File: src/lccsa_pkg.sv
// constants for the logic cluster carry-select adder
// Summary of operation
// - add_sub_select makes every cell compute A plus B or A minus B.
// - subtraction inverts all B bits and forces the lowest carry in to one.
// - the adder's lowest bit sits in cell zero, where subtract sets carry in.
// - each cell has a four-input function generator, register and carry logic.
// - each cell runs in normal or dynamic arithmetic configuration, never both.
// - each cell takes four data inputs, two chain carries, cluster carry, cascade.
// - arithmetic uses two-input functions: sums and carries for carry zero and one.
// - cluster carry-in picks a chain; that chain's level picks the sum.
// - each chain's carry in selects that chain's carry out to the next bit.
// - arithmetic cells present registered and unregistered results.
// - options: clock enable, count enable, clear, load, add/subtract.
// - synchronous clear and load act on every cluster register together.
// - output register can be bypassed or hold a running sum.
// - final chain carry out drives finalCarry onto general routing directly, with no cell.
// - cluster is a ten-bit adder; chains continue into further clusters.
// - cluster registers cascade into a shift register independent of functions.
// - function generators cascade through a chain for wider functions.
// - register output can feed its own function generator; both outputs offered.
// - cluster controls come from eight row clocks 7..0 and local routing.
package lccsa_pkg;
  localparam int LCCSA_CELLS = 10;
  localparam int LCCSA_ROW_CLKS = 8;
  localparam int LCCSA_SEL_W = 3;
  localparam logic LCCSA_REG_RST = 1'h0;
  typedef enum logic [1:0]
  {
    LCCSA_SRC_LOCAL = 2'h0,
    LCCSA_SRC_ROWCLK = 2'h1,
    LCCSA_SRC_ONE = 2'h2,
    LCCSA_SRC_ZERO = 2'h3
  } lccsa_src_t;
endpackage

File: src/lccsa_cluster.sv
// one logic cluster of carry-select cells
`timescale 1ns/1ps
module lccsa_cluster
  import lccsa_pkg::*;
#(
  parameter int CELLS = LCCSA_CELLS
)
(
  // clock and reset
  input wire logic clk_sys,
  input wire logic sys_rst,
  // configuration
  input wire logic arithMode,
  input wire logic [15:0] lutMask [CELLS],
  input wire logic [CELLS-1:0] packFeedback,
  input wire logic [CELLS-1:0] useCascade,
  input wire logic [CELLS-1:0] lutChainUse,
  input wire logic [CELLS-1:0] bypassReg,
  // cluster control sources
  input wire logic [LCCSA_ROW_CLKS-1:0] rowClk,
  input wire logic [3:0] localCtrl,
  input wire lccsa_src_t [3:0] ctrlSrc,
  input wire logic [LCCSA_SEL_W-1:0] ctrlSel [4],
  // cell data inputs
  input wire logic [CELLS-1:0] operand_a,
  input wire logic [CELLS-1:0] operand_b,
  input wire logic [CELLS-1:0] dataC,
  input wire logic [CELLS-1:0] dataD,
  input wire logic [CELLS-1:0] loadData,
  // carry chain from preceding cluster
  input wire logic clusterCin,
  input wire logic chain_zero_cin,
  input wire logic chain_one_cin,
  input wire logic cascadeIn,
  input wire logic lutChainIn,
  // cell outputs
  output logic [CELLS-1:0] combOut,
  output logic [CELLS-1:0] regOut,
  output logic [CELLS-1:0] cellOut,
  // chain outputs to next cluster
  output logic chain_zero_cout,
  output logic chain_one_cout,
  output logic clusterCout,
  output logic finalCarry,
  output logic cascadeOut,
  output logic lutChainOut
);

  // cluster-wide controls: 0 clock enable, 1 sync clear, 2 sync load, 3 add_sub_select
  logic [3:0] ctrl;
  always_comb
  begin
    for (int k = 0; k < 4; k++)
    begin
      case (ctrlSrc[k])
        LCCSA_SRC_LOCAL: ctrl[k] = localCtrl[k];
        LCCSA_SRC_ROWCLK: ctrl[k] = rowClk[ctrlSel[k]];
        LCCSA_SRC_ONE: ctrl[k] = 1'h1;
        LCCSA_SRC_ZERO: ctrl[k] = 1'h0;
        default: ctrl[k] = 1'h0;
      endcase
    end
  end

  logic clkEn, syncClr, syncLoad, addSubSelect;
  assign clkEn = ctrl[0];
  assign syncClr = ctrl[1];
  assign syncLoad = ctrl[2];
  assign addSubSelect = ctrl[3];

  // dataC is count enable per cell in arithmetic mode; dataD is used only in normal mode
  logic subtract;
  assign subtract = arithMode & ~addSubSelect;

  logic [CELLS:0] c0, c1;
  logic [CELLS:0] lutChain;
  logic [CELLS:0] shiftChain;
  logic [CELLS-1:0] cellReg;
  logic [CELLS-1:0] bEff, sum0, sum1, lutOut, next_reg, useChain1;

  // cell zero: subtract forces carry in of the lowest bit to one
  assign c0[0] = subtract ? 1'h1 : chain_zero_cin;
  assign c1[0] = subtract ? 1'h1 : chain_one_cin;
  assign lutChain[0] = lutChainIn;
  assign shiftChain[0] = cascadeIn;

  always_comb
  begin
    for (int i = 0; i < CELLS; i++)
    begin
      // subtract inverts every B bit before the sums and carries
      bEff[i] = operand_b[i] ^ subtract;
      // two-input sums assuming carry 0 and carry 1
      sum0[i] = operand_a[i] ^ bEff[i];
      sum1[i] = ~(operand_a[i] ^ bEff[i]);
      // chain carries selected by each chain's own carry in
      c0[i+1] = c0[i] ? (operand_a[i] | bEff[i]) : (operand_a[i] & bEff[i]);
      c1[i+1] = c1[i] ? (operand_a[i] | bEff[i]) : (operand_a[i] & bEff[i]);
      useChain1[i] = clusterCin ? c1[i] : c0[i];
      // normal mode: full four-input lookup, third input may be own register or chain
      if (arithMode)
        lutOut[i] = useChain1[i] ? sum1[i] : sum0[i];
      else
        lutOut[i] = lutMask[i][{dataD[i],
          packFeedback[i] ? cellReg[i] : (lutChainUse[i] ? lutChain[i] : dataC[i]),
          operand_b[i], operand_a[i]}];
      lutChain[i+1] = lutOut[i];
      shiftChain[i+1] = cellReg[i];
      // register priority: clear, load, cascade, count, plain capture
      next_reg[i] = cellReg[i];
      if (clkEn)
      begin
        if (syncClr)
          next_reg[i] = 1'h0;
        else if (syncLoad)
          next_reg[i] = loadData[i];
        else if (useCascade[i])
          next_reg[i] = shiftChain[i];
        else if (!arithMode || dataC[i])
          next_reg[i] = lutOut[i];
      end
    end
  end

  always_ff @(posedge clk_sys or posedge sys_rst)
  begin
    if (sys_rst)
      cellReg <= {CELLS{LCCSA_REG_RST}};
    else
      cellReg <= next_reg;
  end

  assign combOut = lutOut;
  assign regOut = cellReg;
  assign cellOut = bypassReg & lutOut | ~bypassReg & cellReg;
  assign chain_zero_cout = c0[CELLS];
  assign chain_one_cout = c1[CELLS];
  assign clusterCout = clusterCin ? c1[CELLS] : c0[CELLS];
  assign finalCarry = clusterCout;
  assign cascadeOut = shiftChain[CELLS];
  assign lutChainOut = lutChain[CELLS];

  // assertions
  a_sub_lsb_carry: assert property (@(posedge clk_sys) disable iff (sys_rst)
    subtract |-> (c0[0] && c1[0]))
    else $error("subtract did not force lowest carry");
  a_add_result: assert property (@(posedge clk_sys) disable iff (sys_rst)
    (arithMode && addSubSelect && !clusterCin && !chain_zero_cin)
    |-> (combOut == CELLS'(operand_a + operand_b)))
    else $error("adder sum wrong");
  a_sub_result: assert property (@(posedge clk_sys) disable iff (sys_rst)
    (arithMode && !addSubSelect && !clusterCin)
    |-> (combOut == CELLS'(operand_a - operand_b)))
    else $error("subtract result wrong");
  a_clear_wins: assert property (@(posedge clk_sys) disable iff (sys_rst)
    (clkEn && syncClr) |=> (regOut == '0))
    else $error("sync clear not applied");
  a_load_all: assert property (@(posedge clk_sys) disable iff (sys_rst)
    (clkEn && !syncClr && syncLoad) |=> (regOut == $past(loadData)))
    else $error("sync load not applied");
  a_hold_no_en: assert property (@(posedge clk_sys) disable iff (sys_rst)
    !clkEn |=> $stable(regOut))
    else $error("register moved without clock enable");
  a_reg_tracks: assert property (@(posedge clk_sys) disable iff (sys_rst)
    (clkEn && !syncClr && !syncLoad && !arithMode && useCascade == '0)
    |=> (regOut == $past(combOut)))
    else $error("register did not capture result");
  a_carry_out: assert property (@(posedge clk_sys) disable iff (sys_rst)
    (arithMode && addSubSelect && !clusterCin && !chain_zero_cin)
    |-> (finalCarry == (({1'h0, operand_a} + {1'h0, operand_b}) >> CELLS)))
    else $error("final carry wrong");
  a_shift_chain: assert property (@(posedge clk_sys) disable iff (sys_rst)
    (clkEn && !syncClr && !syncLoad && useCascade[0]) |=> (regOut[0] == $past(cascadeIn)))
    else $error("cascade shift wrong");

  // reference sums for the arithmetic checks
  logic [CELLS:0] refAdd, refAdd1, refSub;
  assign refAdd = {1'h0, operand_a} + {1'h0, operand_b};
  assign refAdd1 = {1'h0, operand_a} + {1'h0, operand_b} + (CELLS+1)'(1);
  assign refSub = {1'h0, operand_a} + {1'h0, ~operand_b} + (CELLS+1)'(1);

  a_add_carry_zero: assert property (@(posedge clk_sys) disable iff (sys_rst)
    (arithMode && addSubSelect && !chain_zero_cin)
    |-> (chain_zero_cout == refAdd[CELLS]))
    else $error("chain zero carry out wrong");

  a_add_carry_one: assert property (@(posedge clk_sys) disable iff (sys_rst)
    (arithMode && addSubSelect && chain_one_cin)
    |-> (chain_one_cout == refAdd1[CELLS]))
    else $error("chain one carry out wrong");

  a_chain_one_sum: assert property (@(posedge clk_sys) disable iff (sys_rst)
    (arithMode && addSubSelect && clusterCin && chain_one_cin)
    |-> (combOut == refAdd1[CELLS-1:0]))
    else $error("chain one sum wrong");

  a_chain_one_cout: assert property (@(posedge clk_sys) disable iff (sys_rst)
    (arithMode && addSubSelect && clusterCin && chain_one_cin)
    |-> (finalCarry == refAdd1[CELLS]))
    else $error("chain one final carry wrong");

  a_sub_carry_out: assert property (@(posedge clk_sys) disable iff (sys_rst)
    (arithMode && !addSubSelect)
    |-> (finalCarry == refSub[CELLS]))
    else $error("subtract carry out wrong");

  a_sub_both_chains: assert property (@(posedge clk_sys) disable iff (sys_rst)
    subtract
    |-> ((chain_zero_cout == refSub[CELLS]) && (chain_one_cout == refSub[CELLS])))
    else $error("subtract chain carries differ");

  a_sub_lsb_cell: assert property (@(posedge clk_sys) disable iff (sys_rst)
    subtract
    |-> (combOut[0] == (operand_a[0] ^ operand_b[0])))
    else $error("subtract lowest bit wrong");

  a_add_lsb_cell: assert property (@(posedge clk_sys) disable iff (sys_rst)
    (arithMode && addSubSelect && !clusterCin)
    |-> (combOut[0] == (operand_a[0] ^ operand_b[0] ^ chain_zero_cin)))
    else $error("add lowest bit wrong");

  a_cout_select: assert property (@(posedge clk_sys) disable iff (sys_rst)
    clusterCout == (clusterCin ? chain_one_cout : chain_zero_cout))
    else $error("cluster carry out not from selected chain");

  a_final_route: assert property (@(posedge clk_sys) disable iff (sys_rst)
    finalCarry == clusterCout)
    else $error("final carry not routed");

  a_mode_no_sub: assert property (@(posedge clk_sys) disable iff (sys_rst)
    !arithMode
    |-> !subtract)
    else $error("subtract active in normal mode");

  a_sel_high_add: assert property (@(posedge clk_sys) disable iff (sys_rst)
    addSubSelect
    |-> !subtract)
    else $error("subtract active while add selected");

  a_count_hold: assert property (@(posedge clk_sys) disable iff (sys_rst)
    (clkEn && !syncClr && !syncLoad && arithMode && useCascade == '0 && dataC == '0)
    |=> $stable(regOut))
    else $error("register moved without count enable");

  a_count_capture: assert property (@(posedge clk_sys) disable iff (sys_rst)
    (clkEn && !syncClr && !syncLoad && arithMode && useCascade == '0 && dataC == '1)
    |=> (regOut == $past(combOut)))
    else $error("register did not capture sum");

  a_load_beats_cascade: assert property (@(posedge clk_sys) disable iff (sys_rst)
    (clkEn && !syncClr && syncLoad && useCascade != '0)
    |=> (regOut == $past(loadData)))
    else $error("load lost to cascade");

  a_clear_beats_ld: assert property (@(posedge clk_sys) disable iff (sys_rst)
    (clkEn && syncClr && syncLoad)
    |=> (regOut == '0))
    else $error("clear lost to load");

  a_rowclk_gate: assert property (@(posedge clk_sys) disable iff (sys_rst)
    (ctrlSrc[0] == LCCSA_SRC_ROWCLK && !rowClk[ctrlSel[0]])
    |=> $stable(regOut))
    else $error("row clock enable low but register moved");

  a_rowclk_load: assert property (@(posedge clk_sys) disable iff (sys_rst)
    (ctrlSrc[0] == LCCSA_SRC_ROWCLK && rowClk[ctrlSel[0]] && !syncClr && syncLoad)
    |=> (regOut == $past(loadData)))
    else $error("row clock enable did not admit load");

  a_cascade_out: assert property (@(posedge clk_sys) disable iff (sys_rst)
    cascadeOut == regOut[CELLS-1])
    else $error("cascade out not top register");

  a_cascade_bit: assert property (@(posedge clk_sys) disable iff (sys_rst)
    (clkEn && !syncClr && !syncLoad && useCascade[1])
    |=> (regOut[1] == $past(regOut[0])))
    else $error("register chain did not shift");

  a_lut_chain_out: assert property (@(posedge clk_sys) disable iff (sys_rst)
    lutChainOut == combOut[CELLS-1])
    else $error("lut chain out not top result");

  a_normal_lut: assert property (@(posedge clk_sys) disable iff (sys_rst)
    (!arithMode && !packFeedback[0] && !lutChainUse[0])
    |-> (combOut[0] == lutMask[0][{dataD[0], dataC[0], operand_b[0], operand_a[0]}]))
    else $error("normal mode lookup wrong");

  a_pack_feedback: assert property (@(posedge clk_sys) disable iff (sys_rst)
    (!arithMode && packFeedback[0])
    |-> (combOut[0] == lutMask[0][{dataD[0], regOut[0], operand_b[0], operand_a[0]}]))
    else $error("packed register not fed back");

  a_bypass_path: assert property (@(posedge clk_sys) disable iff (sys_rst)
    cellOut == ((bypassReg & combOut) | (~bypassReg & regOut)))
    else $error("cell output path wrong");

  a_reset_clear: assert property (@(posedge clk_sys)
    sys_rst
    |-> (regOut == '0))
    else $error("register not cleared in reset");

endmodule // lccsa_cluster

File: config.mk
export PLATFORM = sky130hd
export DESIGN_NAME = lccsa_cluster
export DESIGN_NICKNAME = d
export VERILOG_FILES = /design/src/lccsa_pkg.sv /design/src/lccsa_cluster.sv
export SDC_FILE = /design/constraint.sdc
export NUM_CORES = 1
export LEC_CHECK = 0
export ABC_AREA = 0
export BUFFER_PORTS_ARGS = -buffer_cell sky130_fd_sc_hd__buf_2
export CAP_MARGIN = 40
export CORE_AREA = 4 4 123 125
export DETAILED_ROUTE_END_ITERATION = 7
export DIE_AREA = 0 0 127 129
export PLACE_DENSITY = 0.67
export SYNTH_ARGS = -nofsm -noshare
export SYNTH_HDL_FRONTEND = slang
export SYNTH_SLANG_ARGS = --single-unit
File: constraint.sdc
create_clock -name clk_sys -period 9.7 [get_ports clk_sys]
set_input_delay 1.94 -clock clk_sys [delete_from_list [all_inputs] [get_ports clk_sys]]
set_output_delay 1.94 -clock clk_sys [all_outputs]
set_load 0.005 [all_outputs]
### After elaboration in Yosys (flattened, before gate mapping)

Cells that the tools add are included.

| cells by class | value |
|---|---|
| magnitude comparators | 14 |
| equality and inequality tests | 12 |
| multiplexer cells | 145 |
| bitwise operators | 56 |
| reduce and logical (&&, ||, !) cells | 35 |

Operator list:

| kind | number |
|---|---|
| $mux W1 | 127 |
| $lt A4 B5 Y1 const B | 10 |
| $bmux W1 S4 | 10 |
| $reduce_bool A4 Y1 | 10 |
| $and A10 B10 Y10 | 2 |
| $reduce_and A2 Y1 | 10 |
| $xor A1 B1 Y1 | 20 |
| $eq A2 B2 Y1 const B | 8 |
| $lt A3 B4 Y1 const B | 4 |
| $pmux W1 S4 | 4 |
| $bmux W1 S3 | 4 |
| $and A1 B1 Y1 | 11 |
| $not A1 Y1 | 11 |
| $logic_or A1 B1 Y1 | 10 |
| $not A10 Y10 | 1 |
| $or A1 B1 Y1 | 10 |
| $or A10 B10 Y10 | 1 |
| $eq A2 B1 Y1 const B | 4 |
| $logic_not A2 Y1 | 4 |
| $logic_not A1 Y1 | 1 |

| word-level totals | value |
|---|---|
| bits in registers | 10 |
| word-level logic and storage cells | 272 |

### Longest topological paths before layout

| depth | value |
|---|---|
| depth after elaboration | 59 |
| depth in mapped cells | 27 |
| gate-level depth less buffers | 24 |

### Least setup slack after synthesis

Ideal clock, no wire load.

| path | value |
|---|---|
| path type | input-to-output |
| start | in ctrlSel[1] in the netlist's numbering |
| end | out combOut[9] |
| arrival | 7.732 ns |
| required time | 7.760 ns |
| path slack | 0.028 ns |
| cell stages on the path | 27 |
| path buffers | 4 |
| cells stage by stage | buf_4 > mux2i_1 > a31oi_4 > a31oi_1 > buf_1 > xor2_1 > inv_1 > ha_1 > and3_1 > a221oi_2 > and3_1 > mux2i_2 > mux2i_1 > or3_1 > or3_1 > and2_1 > buf_6 > o211a_1 > a221o_1 > o211a_2 > o211ai_2 > mux2i_2 > mux2_4 > a21oi_2 > nor3_1 > nand2b_1 > buf_4 |

| on the way | value |
|---|---|
| cells in the longest elaborated chain, start to end | 55 |
| elaborated cells on any way between the ends | 139 |
| those cells by class | mux: 89; bitwise: 50 |

RTL lines:

| what | RTL line | text |
|---|---|---|
| start: declaration | lccsa_cluster.sv:23 | `input wire logic [LCCSA_SEL_W-1:0] ctrlSel [4],` |
| $bmux W1 S3 * | lccsa_cluster.sv:57 | `LCCSA_SRC_ROWCLK: ctrl[k] = rowClk[ctrlSel[k]];` |
| $mux W1 (implied by the code) * | lccsa_cluster.sv:57 |  |
| $pmux W1 S4 * | lccsa_cluster.sv:55 | `case (ctrlSrc[k])` |
| $not A1 Y1 * | lccsa_cluster.sv:73 | `assign subtract = arithMode & ~addSubSelect;` |
| $and A1 B1 Y1 * | lccsa_cluster.sv:73 |  |
| $xor A1 B1 Y1 | lccsa_cluster.sv:92 | `bEff[i] = operand_b[i] ^ subtract;` |
| $xor A1 B1 Y1 | lccsa_cluster.sv:94, lccsa_cluster.sv:95 |  |
| $not A1 Y1 | lccsa_cluster.sv:95 | `sum1[i] = ~(operand_a[i] ^ bEff[i]);` |
| [17 not listed] | n/a |  |
| via combOut[3] | lccsa_cluster.sv:37 | `output logic [CELLS-1:0] combOut,` |
| [22 not listed] | n/a |  |
| $bmux W1 S4 * | lccsa_cluster.sv:104 | `lutOut[i] = lutMask[i][{dataD[i],` |
| $mux W1 * | lccsa_cluster.sv:105 | `packFeedback[i] ? cellReg[i] : (lutChainUse[i] ? lutChain[i] : dataC[i]),` |
| $mux W1 * | lccsa_cluster.sv:101 | `if (arithMode)` |
| via combOut[8] | lccsa_cluster.sv:37 |  |
| $mux W1 * (2 in series) | lccsa_cluster.sv:105 |  |
| $bmux W1 S4 * | lccsa_cluster.sv:104 |  |
| $mux W1 * | lccsa_cluster.sv:105 |  |
| $mux W1 * | lccsa_cluster.sv:101 |  |
| end: declaration | lccsa_cluster.sv:37 |  |

Mark *: on every way through the listed nets, which the timed path passes. The rest lies on a longest branch. The select of a mux whose other input is x is not followed.

### Final worst setup path

| path | value |
|---|---|
| start | in ctrlSel[1] in the netlist's numbering |
| end | out cellOut[9] |

| on the way | value |
|---|---|
| cells in the longest elaborated chain, start to end | 57 |
| elaborated cells on any way between the ends | 141 |
| those cells by class | mux: 89; bitwise: 52 |

RTL lines:

| what | RTL line | text |
|---|---|---|
| $bmux W1 S3 * | lccsa_cluster.sv:57 |  |
| $mux W1 (implied by the code) * | lccsa_cluster.sv:57 |  |
| $pmux W1 S4 * | lccsa_cluster.sv:55 |  |
| $not A1 Y1 * | lccsa_cluster.sv:73 |  |
| $and A1 B1 Y1 * | lccsa_cluster.sv:73 |  |
| $xor A1 B1 Y1 | lccsa_cluster.sv:92 |  |
| $xor A1 B1 Y1 | lccsa_cluster.sv:94, lccsa_cluster.sv:95 |  |
| $not A1 Y1 | lccsa_cluster.sv:95 |  |
| [40 not listed] | n/a |  |
| $mux W1 | lccsa_cluster.sv:105 |  |
| $mux W1 | lccsa_cluster.sv:101 |  |
| $mux W1 (2 in series) | lccsa_cluster.sv:105 |  |
| $bmux W1 S4 | lccsa_cluster.sv:104 |  |
| $mux W1 | lccsa_cluster.sv:105 |  |
| $mux W1 * | lccsa_cluster.sv:101 |  |
| $and A10 B10 Y10 * | lccsa_cluster.sv:135 | `assign cellOut = bypassReg & lutOut \| ~bypassReg & cellReg;` |
| $or A10 B10 Y10 * | lccsa_cluster.sv:135 |  |
| end: declaration | lccsa_cluster.sv:39 | `output logic [CELLS-1:0] cellOut,` |

Mark *: on every way between the ends. The rest lies on a longest branch, timed or not. The select of a mux whose other input is x is not followed.

==> metrics.csv <==
stage;metric;value;unit
detailed_routing;Via density;5.24;
power_and_ir_drop;sequential group share of total power;11.1;%
worst_setup_path;RR Startpoint;regOut[0];
worst_setup_path;Max Fanout on Critical Path;6;
clocking;H-tree levels;1;
worst_setup_path;critical path data arrival time;7.49;ns
final_layout;Final Non-Filler Cells;1010;
worst_setup_path;worst path required time;7.76;ns
detailed_routing;DR WL/cell;17.5;um
logic_synthesis;Synthesized Nets;825;
worst_setup_path;CP Launch Point;ctrlSel[1];
floorplanning;# IOs;326;
clocking;clock sinks;10;
sta;Final Hold Fails;0;
worst_setup_path;Max stage delay cell, worst path;or3_1;
worst_setup_path;crit path kind;in -> out;
clocking;worst-skew pair later-pin latency;0.24;ns
logic_synthesis;Synth async-reset ratio;100;%
sta;max_slew headroom;56.5;%
final_layout;Nets;1139;
clocking;Num CTS Buffers;3;
placement;Final HPWL DP;15300;um
power_and_ir_drop;Lkg Pwr;3.23;nW
logic_synthesis;Post-synth EDFFs;0;
sta;Final period util;97.2;%
placement;GPL Wtd Cong;0.898;
detailed_routing;met2 routed WL;9030;um
detailed_routing;DRT iter0 DRCs;198;
final_layout;Largest register FFs;10;
sta;Pins Over Slew Limit;0;
worst_hold_path;Hold Path Cell Cnt;1;
clocking;CTS max path bufs;2;
sta;Hold WS;0.566;ns
final_layout;commonest non-fill, non-tap cells in the layout;buf_2, mux2i_1, nand2_1;
detailed_routing;total number of vias;5295;
worst_setup_path;Critical R2R Capture;regOut[9];
power_and_ir_drop;Pwr Total;0.547;mW
logic_synthesis;main combinational cell family by area after synthesis;multiplexers;
global_routing;final global-route overflow total;0;
final_layout;final core utilization;45.9;%
sta;Max Fclk;0.106;GHz
worst_setup_path;Worst R2R Setup Slack;4.69;ns
logic_synthesis;Adder-Cell Fraction of Synth Area;5.57;%
power_and_ir_drop;Int Pwr;0.314;mW
sta;slack of the critical path;0.269;ns
worst_setup_path;CP peak stage delay;0.36;ns
global_routing;largest net degree at the start of global routing;41;
placement;post-placement cell count;1001;
sta;Setup Skew;0.00284;ns
logic_synthesis;Netlist cell types;80;
detailed_routing;total wire length;17600;um
detailed_routing;Pre-Repair DR Iteration Count;4;
final_layout;synthesis-to-layout area growth;41.8;%
clocking;CTS root buf;clkbuf_16;
logic_synthesis;Post-Syn Instances;515;
logic_synthesis;synth warn;0;
global_routing;vias in the first global route;5288;
run;max_cap viols;0;
power_and_ir_drop;Pwr Density;86.0;nW/um^2
floorplanning;row count;43;
worst_setup_path;R2R depth;18;
worst_hold_path;HP Start;regOut[8];
logic_synthesis;synthesized cell area;4490;sq um
power_and_ir_drop;NetSw;0.234;mW
final_layout;share of layout cells above drive strength 1;51.3;%
sta;Final setup viols;0;
logic_synthesis;Synth Area in XOR/XNOR;3.12;%
power_and_ir_drop;sw frac;42.7;%
sta;shortest period the worst path allows;9.43;ns
worst_setup_path;CP Capture Type;output port;
logic_synthesis;Seq/Total Area, Yosys;5.57;%
global_routing;all-layer global routing usage;19.9;%
floorplanning;CORE AREA;13900;sq um
final_layout;commonest non-fill, non-tap cell in the layout;buf_2;
placement;PortBufs;325;
clocking;Clk pin slew, worst setup/hold paths;0.05;ns
logic_synthesis;post-synthesis register bit count;10;
sta;Worst Tran Pin Value;0.647;ns
run_status;status;finished, final reports clean;
logic_synthesis;Syn Area/Cell;8.72;sq um
floorplanning;die height;129;um
power_and_ir_drop;Clock Power Share;15.9;%
worst_setup_path;CP Launch Type;primary input;
floorplanning;die area;16400;sq um
detailed_routing;Top Metal Used;met4;
worst_hold_path;WHS Endpoint;regOut[8];
detailed_routing;DR WL met3;1100;um
floorplanning;die width;127;um
worst_hold_path;Min-Delay Path Class;reg -> reg;
logic_synthesis;multiplexer area fraction after synthesis;39.0;%
logic_synthesis;Synth Area in Compound Gates;21.0;%
placement;post-place setup slack;0.121;ns
power_and_ir_drop;VDD IR max;67.9;uV
detailed_routing;DRC Markers;0;
logic_synthesis;ys flop type;dfrtp_1;
detailed_routing;remaining antenna violation count;0;
final_layout;fillcell total;1407;
clocking;CTS tree;done;
power_and_ir_drop;Comb pwr share;73.0;%
detailed_routing;Metal-1 WL;7310;um
floorplanning;Starting Density;32.4;%
logic_synthesis;simple logic cell fraction of the synthesized area;17.9;%
global_routing;first-pass GRT wire length;26200;um
global_routing;initial antenna violation count;2;
## area by class of cell
type / instances / area (sq um) / area share [%]
Antenna cell: 2 / 5.00 / 0.0786
Multi-Input combinational cell: 439 / 3940 / 61.9
Sequential cell: 10 / 250 / 3.93
Timing Repair Buffer: 336 / 1710 / 26.8
Tap cell: 180 / 225 / 3.54
Inverter: 39 / 146 / 2.30
Clock buffer: 4 / 88.8 / 1.40
## metal layers
layer  track usage (%)  up-vias
met4              3.28        0
met5                 0        -
met3              3.07       16
li1                  -     2610
met1              25.2     2465
met2              36.4      204
## power by group through the flow
stage          Sequential, mW  Clock, mW  Combinational (mW)
2_1_floorplan          0.0569          0               0.245
3_3_place_gp           0.0618          0               0.385
3_5_place_dp           0.0616          0               0.390
4_1_cts                0.0609     0.0902               0.391
5_1_grt                0.0624     0.0913               0.443
6_report               0.0609     0.0870               0.399
## cells by family (layout without fill, tap and decap cells)
group	Yosys count	in the layout
AND/OR/NAND/NOR	155	155
AO/OA/AOI/OAI	133	133
other	0	2
multiplexers	115	115
adder cells (fa/ha/maj)	20	20
XOR/XNOR	16	16
flip-flops	10	10
buffers and inverters	66	379
## metrics by stage
step,setup TNS [ns],cell area [sq um]
after floorplan,0,4490
after CTS,0,6290
after detailed placement,0,6200
after global routing,-0.0878,6370
after global placement,0,6200
final,0,6370
## synth_stat cells (all sizes together) (6+ instances only)
cell | n | area [sq um]
dfrtp | 10 | 250
a211oi | 7 | 52.6
o31ai | 18 | 135
mux2i | 52 | 528
nor2b | 9 | 56.3
clkbuf | 15 | 116
buf | 12 | 91.3
inv | 39 | 146
nor3 | 7 | 35.0
or3 | 6 | 40.0
mux4 | 44 | 1000
xor2 | 15 | 131
a22oi | 7 | 57.6
a21oi | 21 | 113
ha | 20 | 250
nor2 | 33 | 124
a22o | 6 | 52.6
o21ai | 39 | 199
nand2 | 46 | 173
and3 | 8 | 50.1
nand2b | 13 | 81.3
mux2 | 19 | 221
## worst max-delay path: cells and delay by family
family | cells | cell delay, ns
AO/OA/AOI/OAI | 9 | 1.94
buffers and inverters | 4 | 0.43
XOR/XNOR | 1 | 0.22
adder cells (fa/ha/maj) | 1 | 0.24
multiplexers | 5 | 1.23
AND/OR/NAND/NOR | 6 | 1.48
## repair_timing
action | 4_1_cts | 5_1_grt
endpoints found under the hold margin | 0 | 0
buffers inserted | 0 | 3
hold buffers | 0 | 0
endpoints found under the setup margin | 0 | 3
gates resized for setup | 0 | 10
## worst max-delay path by stage
stage	end	depth (start not counted)
6_report	cellOut[9]	26
5_1_grt	cellOut[9]	26
4_1_cts	cellOut[9]	25
3_5_place_dp	cellOut[9]	25
3_3_place_gp	cellOut[9]	25
2_1_floorplan	combOut[9]	27
Power figures use the tool's default switching activity.
